===== src/logic/ppoc_pkg.sv =====
// Constants and types for the port power and overcurrent control block
// Operation
// - One two-way pin per port both switches power and senses overcurrent.
// - Two modes: ganged with one shared pin, individual with one pin each.
// - Ganged mode comes only from a configuration input loaded by management.
// - In ganged mode the shared pin controls and senses every port.
// - In ganged mode a shared-pin overcurrent flags all ports together.
// - After reset without configuration the block runs in individual mode.
// - Power off: drive the pin low and switch its pull-up off.
// - Power on: release the pin, pull-up on, open-drain reading high.
// - While enabled the pin is sampled continuously; low may mean overcurrent.
// - Unbroken low samples for the whole single-pulse width report overcurrent.
// - Two separate low groups inside the double-pulse window report overcurrent.
// - The sense input is filtered so brief transients cause no detection; the filter here drops only one-cycle pulses.
// - Each port can indicate a high-current charging supply, per configuration.
// - Single-pulse width is a 4-bit code, 1 ms steps, 0 to 5 ms.
// - Double-pulse window is an 8-bit count of ms, default 20 ms.
// - Overcurrent ignored for 8-bit lockout ms after power on, default 10 ms.
package ppoc_pkg;

    localparam int NUM_PORTS = 6;
    localparam int CLK_HZ = 25_000_000;
    localparam int TICK_TIME_US = 1000;
    localparam int TICK_CYCLES = (CLK_HZ / 1_000_000) * TICK_TIME_US;

    localparam int WIDTH_CODE_W = 4;
    localparam int TIMER_W = 8;
    localparam logic [3:0] WIDTH_CODE_MAX = 4'h5;
    localparam logic [3:0] RUN_SATURATE = 4'h6;
    localparam logic [7:0] WINDOW_DEFAULT = 8'h14;
    localparam logic [7:0] LOCKOUT_DEFAULT = 8'h0A;

    // Idle level of a released pin held up by its pull-up
    localparam logic PIN_IDLE_LEVEL = 1'b1;
    localparam logic PIN_DRIVE_LEVEL = 1'b0;

    typedef enum logic [1:0] {
        DP_IDLE = 2'b00,
        DP_FIRST = 2'b01,
        DP_GAP = 2'b10
    } ppoc_dp_state_type;

endpackage : ppoc_pkg


===== src/logic/ppoc_port_power_ctrl.sv =====
// Port power switching and overcurrent detection over shared power/sense pins
`timescale 1ns/1ps
`default_nettype none
module ppoc_port_power_ctrl #(
    parameter int NPORTS = ppoc_pkg::NUM_PORTS,
    parameter int TICK_COUNT = ppoc_pkg::TICK_CYCLES
) (
    // Clock and reset
    input wire logic clk,
    input wire logic rst,
    // Configuration from management or one-time storage
    input wire logic cfgGanged,
    input wire logic [ppoc_pkg::WIDTH_CODE_W-1:0] cfgMinWidth,
    input wire logic [ppoc_pkg::TIMER_W-1:0] cfgDoubleWindow,
    input wire logic [ppoc_pkg::TIMER_W-1:0] cfgLockout,
    input wire logic [NPORTS-1:0] cfgChargeSupply,
    // Hub port power requests and flag clears
    input wire logic [NPORTS-1:0] portPowerOn,
    input wire logic [NPORTS-1:0] overcurrentClear,
    // Per-port power/sense pins
    input wire logic [NPORTS-1:0] portPinIn,
    output logic [NPORTS-1:0] portPinOut,
    output logic [NPORTS-1:0] portPinOe,
    output logic [NPORTS-1:0] portPullUpEn,
    // Shared power/sense pin for ganged mode
    input wire logic sharedPinIn,
    output logic sharedPinOut,
    output logic sharedPinOe,
    output logic sharedPullUpEn,
    // Status
    output logic gangedActive,
    output logic [NPORTS-1:0] overcurrentFlag,
    output logic [NPORTS-1:0] chargeIndicate
);
    import ppoc_pkg::*;

    localparam int NCHAN = NPORTS + 1;
    localparam int SHARED = NPORTS;
    localparam int TICK_W = (TICK_COUNT > 1) ? $clog2(TICK_COUNT) : 1;
    localparam logic [TICK_W-1:0] TICK_LAST = TICK_W'(TICK_COUNT - 1);

    generate
        if (NPORTS < 1 || NPORTS > 15) begin : gBadPorts
            $error("ppoc_port_power_ctrl: NPORTS must be 1 to 15");
        end
        if (TICK_COUNT < 1) begin : gBadTick
            $error("ppoc_port_power_ctrl: TICK_COUNT must be at least 1");
        end
        // Run counter must outgrow the widest width code without wrapping
        if (RUN_SATURATE <= WIDTH_CODE_MAX) begin : gBadSaturate
            $error("ppoc_port_power_ctrl: run limit must exceed the widest width code");
        end
        if (int'(RUN_SATURATE) >= (1 << WIDTH_CODE_W)) begin : gBadRunWidth
            $error("ppoc_port_power_ctrl: run limit does not fit the width code");
        end
    endgenerate

    // ---------------- Millisecond tick ----------------
    // One shared grid for all channels; a run may start anywhere inside a tick,
    // so every count below except a zero width code carries a one-tick margin
    logic [TICK_W-1:0] tickCnt;
    logic [TICK_W-1:0] next_tickCnt;
    logic msTick;
    logic next_msTick;

    always_comb begin
        next_tickCnt = tickCnt + TICK_W'(1);
        next_msTick = 1'b0;
        if (tickCnt == TICK_LAST) begin
            next_tickCnt = '0;
            next_msTick = 1'b1;
        end
    end

    always_ff @(posedge clk or posedge rst) begin
        if (rst) begin
            tickCnt <= '0;
            msTick <= 1'b0;
        end else begin
            tickCnt <= next_tickCnt;
            msTick <= next_msTick;
        end
    end

    // ---------------- Mode and power routing ----------------
    logic [NPORTS-1:0] portOnEff;
    logic sharedOnEff;
    logic [NCHAN-1:0] chanOn;
    logic [NCHAN-1:0] chanHigh;
    logic [NCHAN-1:0] chanDetect;
    logic [WIDTH_CODE_W-1:0] widthClamped;
    logic [WIDTH_CODE_W-1:0] runTarget;

    always_comb begin
        // Ganged: port pins idle, shared pin carries every port
        if (gangedActive) begin
            portOnEff = '0;
            sharedOnEff = |portPowerOn;
        end else begin
            portOnEff = portPowerOn;
            sharedOnEff = 1'b0;
        end
        chanOn = {sharedOnEff, portOnEff};
        // Codes above 5 ms are not defined; hold them at the top code
        if (cfgMinWidth > WIDTH_CODE_MAX) begin
            widthClamped = WIDTH_CODE_MAX;
        end else begin
            widthClamped = cfgMinWidth;
        end
        // One extra tick so a run never falls short of the width
        if (widthClamped == '0) begin
            runTarget = '0;
        end else begin
            runTarget = widthClamped + WIDTH_CODE_W'(1);
        end
    end

    ppoc_sense_sync #(
        .WIDTH(NCHAN)
    ) uSenseSync (
        .clk(clk),
        .rst(rst),
        .pinIn({sharedPinIn, portPinIn}),
        .level(chanHigh)
    );

    // ---------------- Per-channel detectors ----------------
    genvar g;
    generate
        for (g = 0; g < NCHAN; g++) begin : gChan
            logic prevOn;
            logic next_prevOn;
            logic [TIMER_W:0] lockCnt;
            logic [TIMER_W:0] next_lockCnt;
            logic [WIDTH_CODE_W-1:0] runCnt;
            logic [WIDTH_CODE_W-1:0] next_runCnt;
            ppoc_dp_state_type dpState;
            ppoc_dp_state_type next_dpState;
            logic [TIMER_W:0] winCnt;
            logic [TIMER_W:0] next_winCnt;
            logic detect;
            logic next_detect;
            logic low;
            logic singleHit;
            logic doubleHit;

            always_comb begin
                next_prevOn = prevOn;
                next_lockCnt = lockCnt;
                next_runCnt = runCnt;
                next_dpState = dpState;
                next_winCnt = winCnt;
                next_detect = 1'b0;
                low = ~chanHigh[g];
                singleHit = 1'b0;
                doubleHit = 1'b0;
                if (!chanOn[g]) begin
                    // Sensing only means something while powered
                    next_prevOn = 1'b0;
                    next_lockCnt = '0;
                    next_runCnt = '0;
                    next_dpState = DP_IDLE;
                    next_winCnt = '0;
                end else if (!prevOn) begin
                    next_prevOn = 1'b1;
                    next_lockCnt = {1'b0, cfgLockout} + (TIMER_W+1)'(1);
                    next_runCnt = '0;
                    next_dpState = DP_IDLE;
                    next_winCnt = '0;
                end else if (lockCnt != '0) begin
                    // Pin ramps slowly after turn-on; ignore it meanwhile
                    // A zero setting still hides the pin for up to one tick
                    if (msTick) begin
                        next_lockCnt = lockCnt - (TIMER_W+1)'(1);
                    end
                end else begin
                    // Single pulse: unbroken low run counted in ticks
                    if (low) begin
                        if (msTick && runCnt != RUN_SATURATE) begin
                            next_runCnt = runCnt + WIDTH_CODE_W'(1);
                        end
                        singleHit = (runCnt >= runTarget);
                    end else begin
                        next_runCnt = '0;
                    end
                    // Double pulse: low group, high gap, then low again inside the window
                    unique case (dpState)
                        DP_IDLE: begin
                            if (low) begin
                                next_dpState = DP_FIRST;
                                next_winCnt = {1'b0, cfgDoubleWindow} + (TIMER_W+1)'(1);
                            end
                        end
                        DP_FIRST: begin
                            if (!low) begin
                                next_dpState = DP_GAP;
                            end
                        end
                        DP_GAP: begin
                            if (low) begin
                                doubleHit = 1'b1;
                            end
                        end
                        default: begin
                            next_dpState = DP_IDLE;
                        end
                    endcase
                    // Window rolls off the first group when it expires
                    // A zero window still spans one tick; it is never meant to be used
                    if (dpState != DP_IDLE && msTick) begin
                        if (winCnt <= (TIMER_W+1)'(1)) begin
                            next_winCnt = '0;
                            next_dpState = DP_IDLE;
                        end else begin
                            next_winCnt = winCnt - (TIMER_W+1)'(1);
                        end
                    end
                    if (singleHit || doubleHit) begin
                        next_detect = 1'b1;
                        next_runCnt = '0;
                        next_dpState = DP_IDLE;
                        next_winCnt = '0;
                    end
                end
            end

            always_ff @(posedge clk or posedge rst) begin
                if (rst) begin
                    prevOn <= 1'b0;
                    lockCnt <= '0;
                    runCnt <= '0;
                    dpState <= DP_IDLE;
                    winCnt <= '0;
                    detect <= 1'b0;
                end else begin
                    prevOn <= next_prevOn;
                    lockCnt <= next_lockCnt;
                    runCnt <= next_runCnt;
                    dpState <= next_dpState;
                    winCnt <= next_winCnt;
                    detect <= next_detect;
                end
            end

            assign chanDetect[g] = detect;
        end
    endgenerate

    // ---------------- Pins, flags and status ----------------
    logic [NPORTS-1:0] next_portPinOe;
    logic [NPORTS-1:0] next_portPullUpEn;
    logic next_sharedPinOe;
    logic next_sharedPullUpEn;
    logic next_gangedActive;
    logic [NPORTS-1:0] next_overcurrentFlag;
    logic [NPORTS-1:0] next_chargeIndicate;
    logic [NPORTS-1:0] detectPerPort;

    always_comb begin
        // Pins follow the mode one edge after it is registered
        next_gangedActive = cfgGanged;
        // Off: drive low, pull-up off; on: release and pull up
        next_portPinOe = ~portOnEff;
        next_portPullUpEn = portOnEff;
        next_sharedPinOe = gangedActive & ~sharedOnEff;
        next_sharedPullUpEn = sharedOnEff;
        if (gangedActive) begin
            // One shared detection stands for every port
            detectPerPort = {NPORTS{chanDetect[SHARED]}};
        end else begin
            detectPerPort = chanDetect[NPORTS-1:0];
        end
        // A detection in the clear cycle still leaves the flag set
        next_overcurrentFlag = (overcurrentFlag & ~overcurrentClear) | detectPerPort;
        next_chargeIndicate = cfgChargeSupply & portPowerOn;
    end

    always_ff @(posedge clk or posedge rst) begin
        if (rst) begin
            gangedActive <= 1'b0;
            portPinOut <= {NPORTS{PIN_DRIVE_LEVEL}};
            portPinOe <= {NPORTS{1'b1}};
            portPullUpEn <= '0;
            sharedPinOut <= PIN_DRIVE_LEVEL;
            sharedPinOe <= 1'b0;
            sharedPullUpEn <= 1'b0;
            overcurrentFlag <= '0;
            chargeIndicate <= '0;
        end else begin
            gangedActive <= next_gangedActive;
            portPinOut <= {NPORTS{PIN_DRIVE_LEVEL}};
            portPinOe <= next_portPinOe;
            portPullUpEn <= next_portPullUpEn;
            sharedPinOut <= PIN_DRIVE_LEVEL;
            sharedPinOe <= next_sharedPinOe;
            sharedPullUpEn <= next_sharedPullUpEn;
            overcurrentFlag <= next_overcurrentFlag;
            chargeIndicate <= next_chargeIndicate;
        end
    end

endmodule // ppoc_port_power_ctrl
`default_nettype wire


===== src/logic/ppoc_sense_sync.sv =====
// Three-stage synchroniser and agreement filter for the sense pins
`timescale 1ns/1ps
`default_nettype none
module ppoc_sense_sync #(
    parameter int WIDTH = 7
) (
    // Clock and reset
    input wire logic clk,
    input wire logic rst,
    // Raw pin levels
    input wire logic [WIDTH-1:0] pinIn,
    // Filtered levels
    output logic [WIDTH-1:0] level
);
    import ppoc_pkg::*;

    logic [WIDTH-1:0] stage1;
    logic [WIDTH-1:0] stage2;
    logic [WIDTH-1:0] stage3;
    logic [WIDTH-1:0] next_level;

    generate
        if (WIDTH < 1) begin : gBadWidth
            $error("ppoc_sense_sync: WIDTH must be at least 1");
        end
    endgenerate

    // A change counts only once stages two and three agree
    always_comb begin
        for (int i = 0; i < WIDTH; i++) begin
            next_level[i] = (stage2[i] == stage3[i]) ? stage3[i] : level[i];
        end
    end

    always_ff @(posedge clk or posedge rst) begin
        if (rst) begin
            stage1 <= {WIDTH{PIN_IDLE_LEVEL}};
            stage2 <= {WIDTH{PIN_IDLE_LEVEL}};
            stage3 <= {WIDTH{PIN_IDLE_LEVEL}};
            level <= {WIDTH{PIN_IDLE_LEVEL}};
        end else begin
            stage1 <= pinIn;
            stage2 <= stage1;
            stage3 <= stage2;
            level <= next_level;
        end
    end

endmodule // ppoc_sense_sync
`default_nettype wire


===== config.mk =====
export PLATFORM = sky130hd
export DESIGN_NAME = ppoc_port_power_ctrl
export DESIGN_NICKNAME = d
export VERILOG_FILES = /design/src/logic/ppoc_pkg.sv /design/src/logic/ppoc_port_power_ctrl.sv /design/src/logic/ppoc_sense_sync.sv
export SDC_FILE = /design/constraint.sdc
export NUM_CORES = 1
export LEC_CHECK = 0
export BUFFER_PORTS_ARGS = -buffer_cell sky130_fd_sc_hd__buf_2
export CAP_MARGIN = 10
export CORE_MARGIN = 5
export CORE_UTILIZATION = 65
export DETAILED_ROUTE_END_ITERATION = 8
export GPL_ROUTABILITY_DRIVEN = 0
export HOLD_SLACK_MARGIN = 0.1
export PLACE_DENSITY_LB_ADDON = 0.12
export SLEW_MARGIN = 25
export SYNTH_ARGS = -nofsm -noshare
export SYNTH_HDL_FRONTEND = slang
export SYNTH_HIERARCHICAL = 1
export SYNTH_SLANG_ARGS = --single-unit

===== constraint.sdc =====
create_clock -name clk -period 20.1 [get_ports clk]
set_input_delay 2.01 -clock clk [delete_from_list [all_inputs] [get_ports clk]]
set_output_delay 2.01 -clock clk [all_outputs]
set_load 0.02 [all_outputs]

* Word-level counts from Yosys, hierarchy flattened
Index checks and enable logic that the tools add are counted.
Cells by class: add/sub/neg operators 25, $lt $le $gt $ge 15, eq/ne operators 71, multiplexer cells 294, bitwise operators 7, reductions and logical operators 65
Operator list (count):
- 9-bit 2-to-1 mux | 84
- 4-bit 2-to-1 mux | 44
- 9-bit by 1-bit subtractor with 9-bit output, second input constant | 14
- 2-bit 2-to-1 mux | 56
- 1-bit 2-to-1 mux | 100
- 5-bit by 2-bit != test with 1-bit output, second input constant | 14
- 9-bit by 1-bit <= comparator with 1-bit output, second input constant | 7
- 9-bit nonzero test | 7
- 3-bit != test, second input constant | 14
- 2-bit one-hot mux with 3 select lines | 7
- 5-bit != test, second input constant | 7
- 4-bit by 1-bit adder with 4-bit output, second input constant | 8
- 4-bit >= comparator | 7
- 4-bit by 3-bit != test with 1-bit output, second input constant | 7
- 2-bit AND reduction | 14
- 3-bit by 2-bit != test with 1-bit output, second input constant | 7
- 3-bit AND reduction | 7
- 8-bit by 1-bit adder with 9-bit output, second input constant | 2
- 15-bit by 1-bit adder with 15-bit output, second input constant | 1
- 15-bit == test, second input constant | 1
- 15-bit 2-to-1 mux | 1
- 2-bit by 1-bit == test with 1-bit output, second input constant | 7
- 2-bit == test, second input constant | 7
- 1-bit logical AND | 14
- 13 further kinds | 40
Storage, ports and cells: bits in registers 253, input port bits 48, output and inout port bits 34, logic and storage cells 538

* Depth between registers and ports, before layout
depth in word-level cells 14, depth in mapped cells 14, mapped depth without buffers 13

* Modules after synthesis
Netlist, hierarchy kept.
Modules (own cells, without submodules):
- ppoc_port_power_ctrl | instances 1, cells an instance 1590, area an instance 13536.7 sq um, sequential area each 5462.7 sq um
- ppoc_sense_sync | instances 1, cells an instance 36, area an instance 818.3 sq um, sequential area each 735.7 sq um

* Least setup slack after synthesis
Ideal clock, no wire load.
path type input to register, from input port cfgMinWidth[3] (netlist name), to register gChan[6].winCnt[3], library setup time 0.087 ns, arrival time 4.911 ns, required time 20.013 ns, slack 15.103 ns, stages on the path 12, buffers on the path 0, path through nor2_1 -> and2_1 -> inv_1 -> ha_1 -> a21oi_1 -> ha_1 -> or3b_2 -> a21oi_1 -> a211oi_1 -> nor4_1 -> a21oi_1 -> o22ai_1
On the way: cells in the longest elaborated chain, start to end 14, elaborated cells between the ends (all ways) 18, classes of those cells 1 x add/sub; 2 x order compare; 2 x eq/ne; 10 x mux; 3 x reduce/logical
Ends and longest elaborated chain:
- start: declaration | line ppoc_port_power_ctrl.sv:13 | input wire logic [ppoc_pkg::WIDTH_CODE_W-1:0] cfgMinWidth,
- 4-bit by 3-bit > comparator with 1-bit output | line ppoc_port_power_ctrl.sv:105 | if (cfgMinWidth > WIDTH_CODE_MAX) begin
- 4-bit 2-to-1 mux (*) | line ppoc_port_power_ctrl.sv:105
- 4-bit by 1-bit adder with 4-bit output or 4-bit zero test (tied branches) | line ppoc_port_power_ctrl.sv:114, ppoc_port_power_ctrl.sv:111
- 4-bit 2-to-1 mux (*) | line ppoc_port_power_ctrl.sv:111 | if (widthClamped == '0) begin
- 4-bit >= comparator (*) | line ppoc_port_power_ctrl.sv:182 | singleHit = (runCnt >= runTarget);
- 1-bit 2-to-1 mux (*) | line ppoc_port_power_ctrl.sv:178 | if (low) begin
- 1-bit 2-to-1 mux (*) | line ppoc_port_power_ctrl.sv:170 | end else if (lockCnt != '0) begin
- 1-bit 2-to-1 mux (*) | line ppoc_port_power_ctrl.sv:164 | end else if (!prevOn) begin
- 1-bit 2-to-1 mux (*) | line ppoc_port_power_ctrl.sv:157 | if (!chanOn[g]) begin
- 1-bit logical OR (*) | line ppoc_port_power_ctrl.sv:218 | if (singleHit || doubleHit) begin
- 9-bit 2-to-1 mux | line ppoc_port_power_ctrl.sv:218
- 9-bit 2-to-1 mux | line ppoc_port_power_ctrl.sv:170
- 9-bit 2-to-1 mux | line ppoc_port_power_ctrl.sv:164
- 9-bit 2-to-1 mux | line ppoc_port_power_ctrl.sv:157
- end signal: assignment | line ppoc_port_power_ctrl.sv:240 | winCnt <= next_winCnt;
- end: declaration | line ppoc_port_power_ctrl.sv:139 | logic [TIMER_W:0] winCnt;
Mark *: on every way between the ends. The rest lies on a longest branch, timed or not. The select of a mux whose other input is x is not followed. A chain may end at the register's enable or synchronous reset.

* Worst setup path in the final report
from input port cfgMinWidth[3] (netlist name), to register gChan[0].winCnt[6]
On the way: cells in the longest elaborated chain, start to end 14, elaborated cells between the ends (all ways) 18, classes of those cells 1 x add/sub; 2 x order compare; 2 x eq/ne; 10 x mux; 3 x reduce/logical
Ends and longest elaborated chain (line):
- 4-bit by 3-bit > comparator with 1-bit output | ppoc_port_power_ctrl.sv:105
- 4-bit 2-to-1 mux (*) | ppoc_port_power_ctrl.sv:105
- 4-bit by 1-bit adder with 4-bit output or 4-bit zero test (tied branches) | ppoc_port_power_ctrl.sv:114, ppoc_port_power_ctrl.sv:111
- 4-bit 2-to-1 mux (*) | ppoc_port_power_ctrl.sv:111
- 4-bit >= comparator (*) | ppoc_port_power_ctrl.sv:182
- 1-bit 2-to-1 mux (*) | ppoc_port_power_ctrl.sv:178
- 1-bit 2-to-1 mux (*) | ppoc_port_power_ctrl.sv:170
- 1-bit 2-to-1 mux (*) | ppoc_port_power_ctrl.sv:164
- 1-bit 2-to-1 mux (*) | ppoc_port_power_ctrl.sv:157
- 1-bit logical OR (*) | ppoc_port_power_ctrl.sv:218
- 9-bit 2-to-1 mux | ppoc_port_power_ctrl.sv:218
- 9-bit 2-to-1 mux | ppoc_port_power_ctrl.sv:170
- 9-bit 2-to-1 mux | ppoc_port_power_ctrl.sv:164
- 9-bit 2-to-1 mux | ppoc_port_power_ctrl.sv:157
- end signal: assignment | ppoc_port_power_ctrl.sv:240
- end: declaration | ppoc_port_power_ctrl.sv:139
Marked as above.

==> qor.csv <==
stage,metric,value,unit
logic_synthesis,Synth Area per Inst,8.83,sq um
clocking,CTS tree,yes,
clocking,hold buffer count at CTS,0,
detailed_routing,routed len/inst,18.3,um
timing,relative slew slack,0.279,
timing,worst-margin pin slew,1070,ps
setup_path,critical path startpoint,cfgMinWidth[3],
min_path,HP Start,uSenseSync/stage1[6],
floorplan,die height,159,um
timing,Slew Limit Fails,0,
final_layout,"Area growth, synth to finish",11.0,%
detailed_routing,Total Routed Length,36300,um
logic_synthesis,register bit count reported by yosys,246,
power,PD cells,75.9,nW/um^2
final_layout,nets,1798,
timing,fmax,200,MHz
logic_synthesis,Synth Warn #,6,
global_route,GRT overflow,0,
final_layout,ant diodes,0,
final_layout,share of layout cells above drive strength 1,0.120,
detailed_routing,DRC Markers,0,
logic_synthesis,Synth Instances,1626,
logic_synthesis,"Primary FF master, synth",dfrtp_1,
timing,post-layout minimum cycle time,5010,ps
final_layout,"commonest non-fill, non-tap cell in the layout",dfrtp_1,
detailed_routing,vias,12700,
global_route,M2 GR Usage,0.465,
global_route,routing usage on met1,0.400,
power,maximum VDD drop,0.0665,mV
power,Design Power,1.21,mW
timing,final setup violation count,0,
logic_synthesis,register area share after synthesis,0.432,
timing,ratio of final minimum period to clock period,0.249,
clocking,clock-pin slew on the worst setup and hold paths,60,ps
global_route,GRT Util Overall,0.289,
clocking,PostCTS Resize Cnt,0,
setup_path,worst setup path class,in -> reg,
clocking,postcts setup bufs,0,
timing,Setup Skew,11.2,ps
global_route,met3 Use GR,0.0345,
clocking,clock latency on the worst-skew pair,530,ps
clocking,Max Root-Sink Buffers,3,
clocking,CTS Sinks,246,
timing,setup TNS,0,ps
power,leak pwr,7.05,nW
placement,pre-CTS setup slack,14590,ps
detailed_routing,vias per cell,6.39,
setup_path,crit path max fanout,10,
setup_path,worst endpoint data arrival time,5390,ps
detailed_routing,Final ANT Viol Nets,0,
logic_synthesis,Synth cell types,81,
timing,Final WS setup,15090,ps
setup_path,r2r startpoint,gChan[0].lockCnt[0],
outcome,status,"complete, no violations",
global_route,vias in the first global route,11900,
floorplan,die area,25200,sq um
placement,I/O Buffers,74,
global_route,initial antenna violation count,0,
clocking,clk root buf,clkbuf_16,
floorplan,CORE AREA,21800,sq um
timing,RSZ-0062 raised after global routing,no,
global_route,largest net degree at the start of global routing,137,
floorplan,Initial Util,0.660,
detailed_routing,DRT iter0 DRCs,1186,
logic_synthesis,asr flop ratio synth,1.00,
clocking,number of H-tree levels,1,
logic_synthesis,synthesized area,14400,sq um
placement,placed cell count,1933,
final_layout,"commonest non-fill, non-tap cells in the layout","212 x dfrtp_1, 186 x nand2_1, 152 x nor2_1, 132 x o21ai_0, 94 x inv_1",
final_layout,count of non-filler cells in the finished layout,1982,
floorplan,# rows,54,
placement,post-DP HPWL,24500,um
clocking,CTS Buf Count,26,
setup_path,Startpoint Class,primary input,
global_route,first-pass GRT wire length,59100,um
floorplan,chip width,159,um
logic_synthesis,"EDFF count, synth",0,
min_path,hold crit path type,reg -> reg,
global_route,gr busiest metal,met2,
setup_path,crit path capture type,flip-flop,
run,Max-Cap Viols,0,
floorplan,Ports,82,
detailed_routing,drt pass-1 iters,5,
timing,Final Hold Vio Count,0,
setup_path,CP required,20480,ps
timing,final hold slack,357,ps
[logic make-up after synthesis]
group / Yosys count / share of synthesized area
buffers and inverters: 165 / 0.0478
AO/OA/AOI/OAI: 475 / 0.213
flip-flops: 246 / 0.432
XOR/XNOR: 43 / 0.0262
AND/OR/NAND/NOR: 611 / 0.210
adder cells (fa/ha/maj): 75 / 0.0648
multiplexers: 9 / 0.00628
other: 2 / 0.000523
[sequential cells by signal, indices dropped and copies added (netlist names), 2 cells and up]
signal / count
uSenseSync/stage1: 7
chargeIndicate: 6
tickCnt: 15
portPullUpEn: 5
gChan.dpState: 14
uSenseSync/level: 7
gChan.detect: 7
gChan.lockCnt: 63
overcurrentFlag: 6
uSenseSync/stage3: 7
uSenseSync/stage2: 7
gChan.runCnt: 28
gChan.prevOn: 2
portPinOe: 6
gChan.winCnt: 63
[cells in the mapped netlist, types with 7 or more instances]
cell,number,area share
dfrtp_1,212,0.37
nand2_1,186,0.049
nor2_1,152,0.040
o21ai_0,133,0.046
inv_1,95,0.025
a21oi_1,91,0.032
ha_1,68,0.059
nor3_1,51,0.018
clkbuf_1,50,0.013
dfstp_2,34,0.062
nand3_1,34,0.012
o22ai_1,30,0.013
o221ai_1,29,0.018
nor4_1,28,0.012
o31ai_1,28,0.015
a31oi_1,24,0.010
xnor2_1,23,0.014
nand4_1,20,0.0087
xor2_1,20,0.012
nand2b_1,19,0.0083
or3_1,19,0.0083
a211oi_1,18,0.0094
o211ai_1,16,0.0084
buf_4,15,0.0078
and2_1,13,0.0057
nor2b_1,13,0.0057
a21o_1,11,0.0058
and3_1,11,0.0048
nand3b_1,11,0.0058
o21a_1,11,0.0058
nor3b_1,10,0.0052
mux2i_1,9,0.0063
or4_1,9,0.0047
a22o_1,7,0.0043
a22oi_1,7,0.0037
maj3_2,7,0.0055
o21ai_1,7,0.0024
o2bb2ai_1,7,0.0043
[stage by stage]
step,utilization,area (sq um)
floorplan,-,14400
global placement,0.684,14900
detailed placement,0.685,14900
CTS,0.730,15900
global route,0.732,15900
finish,0.732,15900
[layer usage]
layer	vias to the layer above	wire length [um]
li1	6050	-
met1	6080	15400
met2	438	16900
met3	89	2330
met4	0	1630
met5	-	0
[worst max-delay path, stage by stage]
cell and delay [ps]:
buf_2 110, nor2_1 200, and2_1 180, inv_1 50, ha_1 200, a21oi_1 150
buf_4 210, ha_1 270, or3b_2 470, o2111ai_1 170, nand4_1 130, a21oi_1 650
nand2b_1 410, o221ai_1 180
[power by group]
| part | internal [mW] | switching [mW] |
|---|---|---|
| Sequential | 0.514 | 0.0202 |
| Combinational | 0.0470 | 0.0876 |
| Clock | 0.338 | 0.202 |
| Total | 0.899 | 0.310 |
[final cells by class]
class	count	area, sq um
multi-input cells	1227	7550
flip-flops and latches	246	6200
well taps	280	350
clock buffers	36	790
repair buffers	86	484
fillers	1622	5820
inverters	95	364
clock inverters	12	194
[path summary, 6_finish.rpt]
kind	cells after the start	slack [ps]	end
hold / removal	0	360	uSenseSync/stage2[6]
setup reg to reg	8	16970	gChan[0].lockCnt[5]
max in group asynchronous	3	17620	gChan[2].runCnt[3]
hold reg to reg	0	360	uSenseSync/stage2[6]
setup / recovery	14	15090	gChan[0].winCnt[6]
min in group asynchronous	2	1450	gChan[1].winCnt[4]
(Power assumes the default switching activity.)
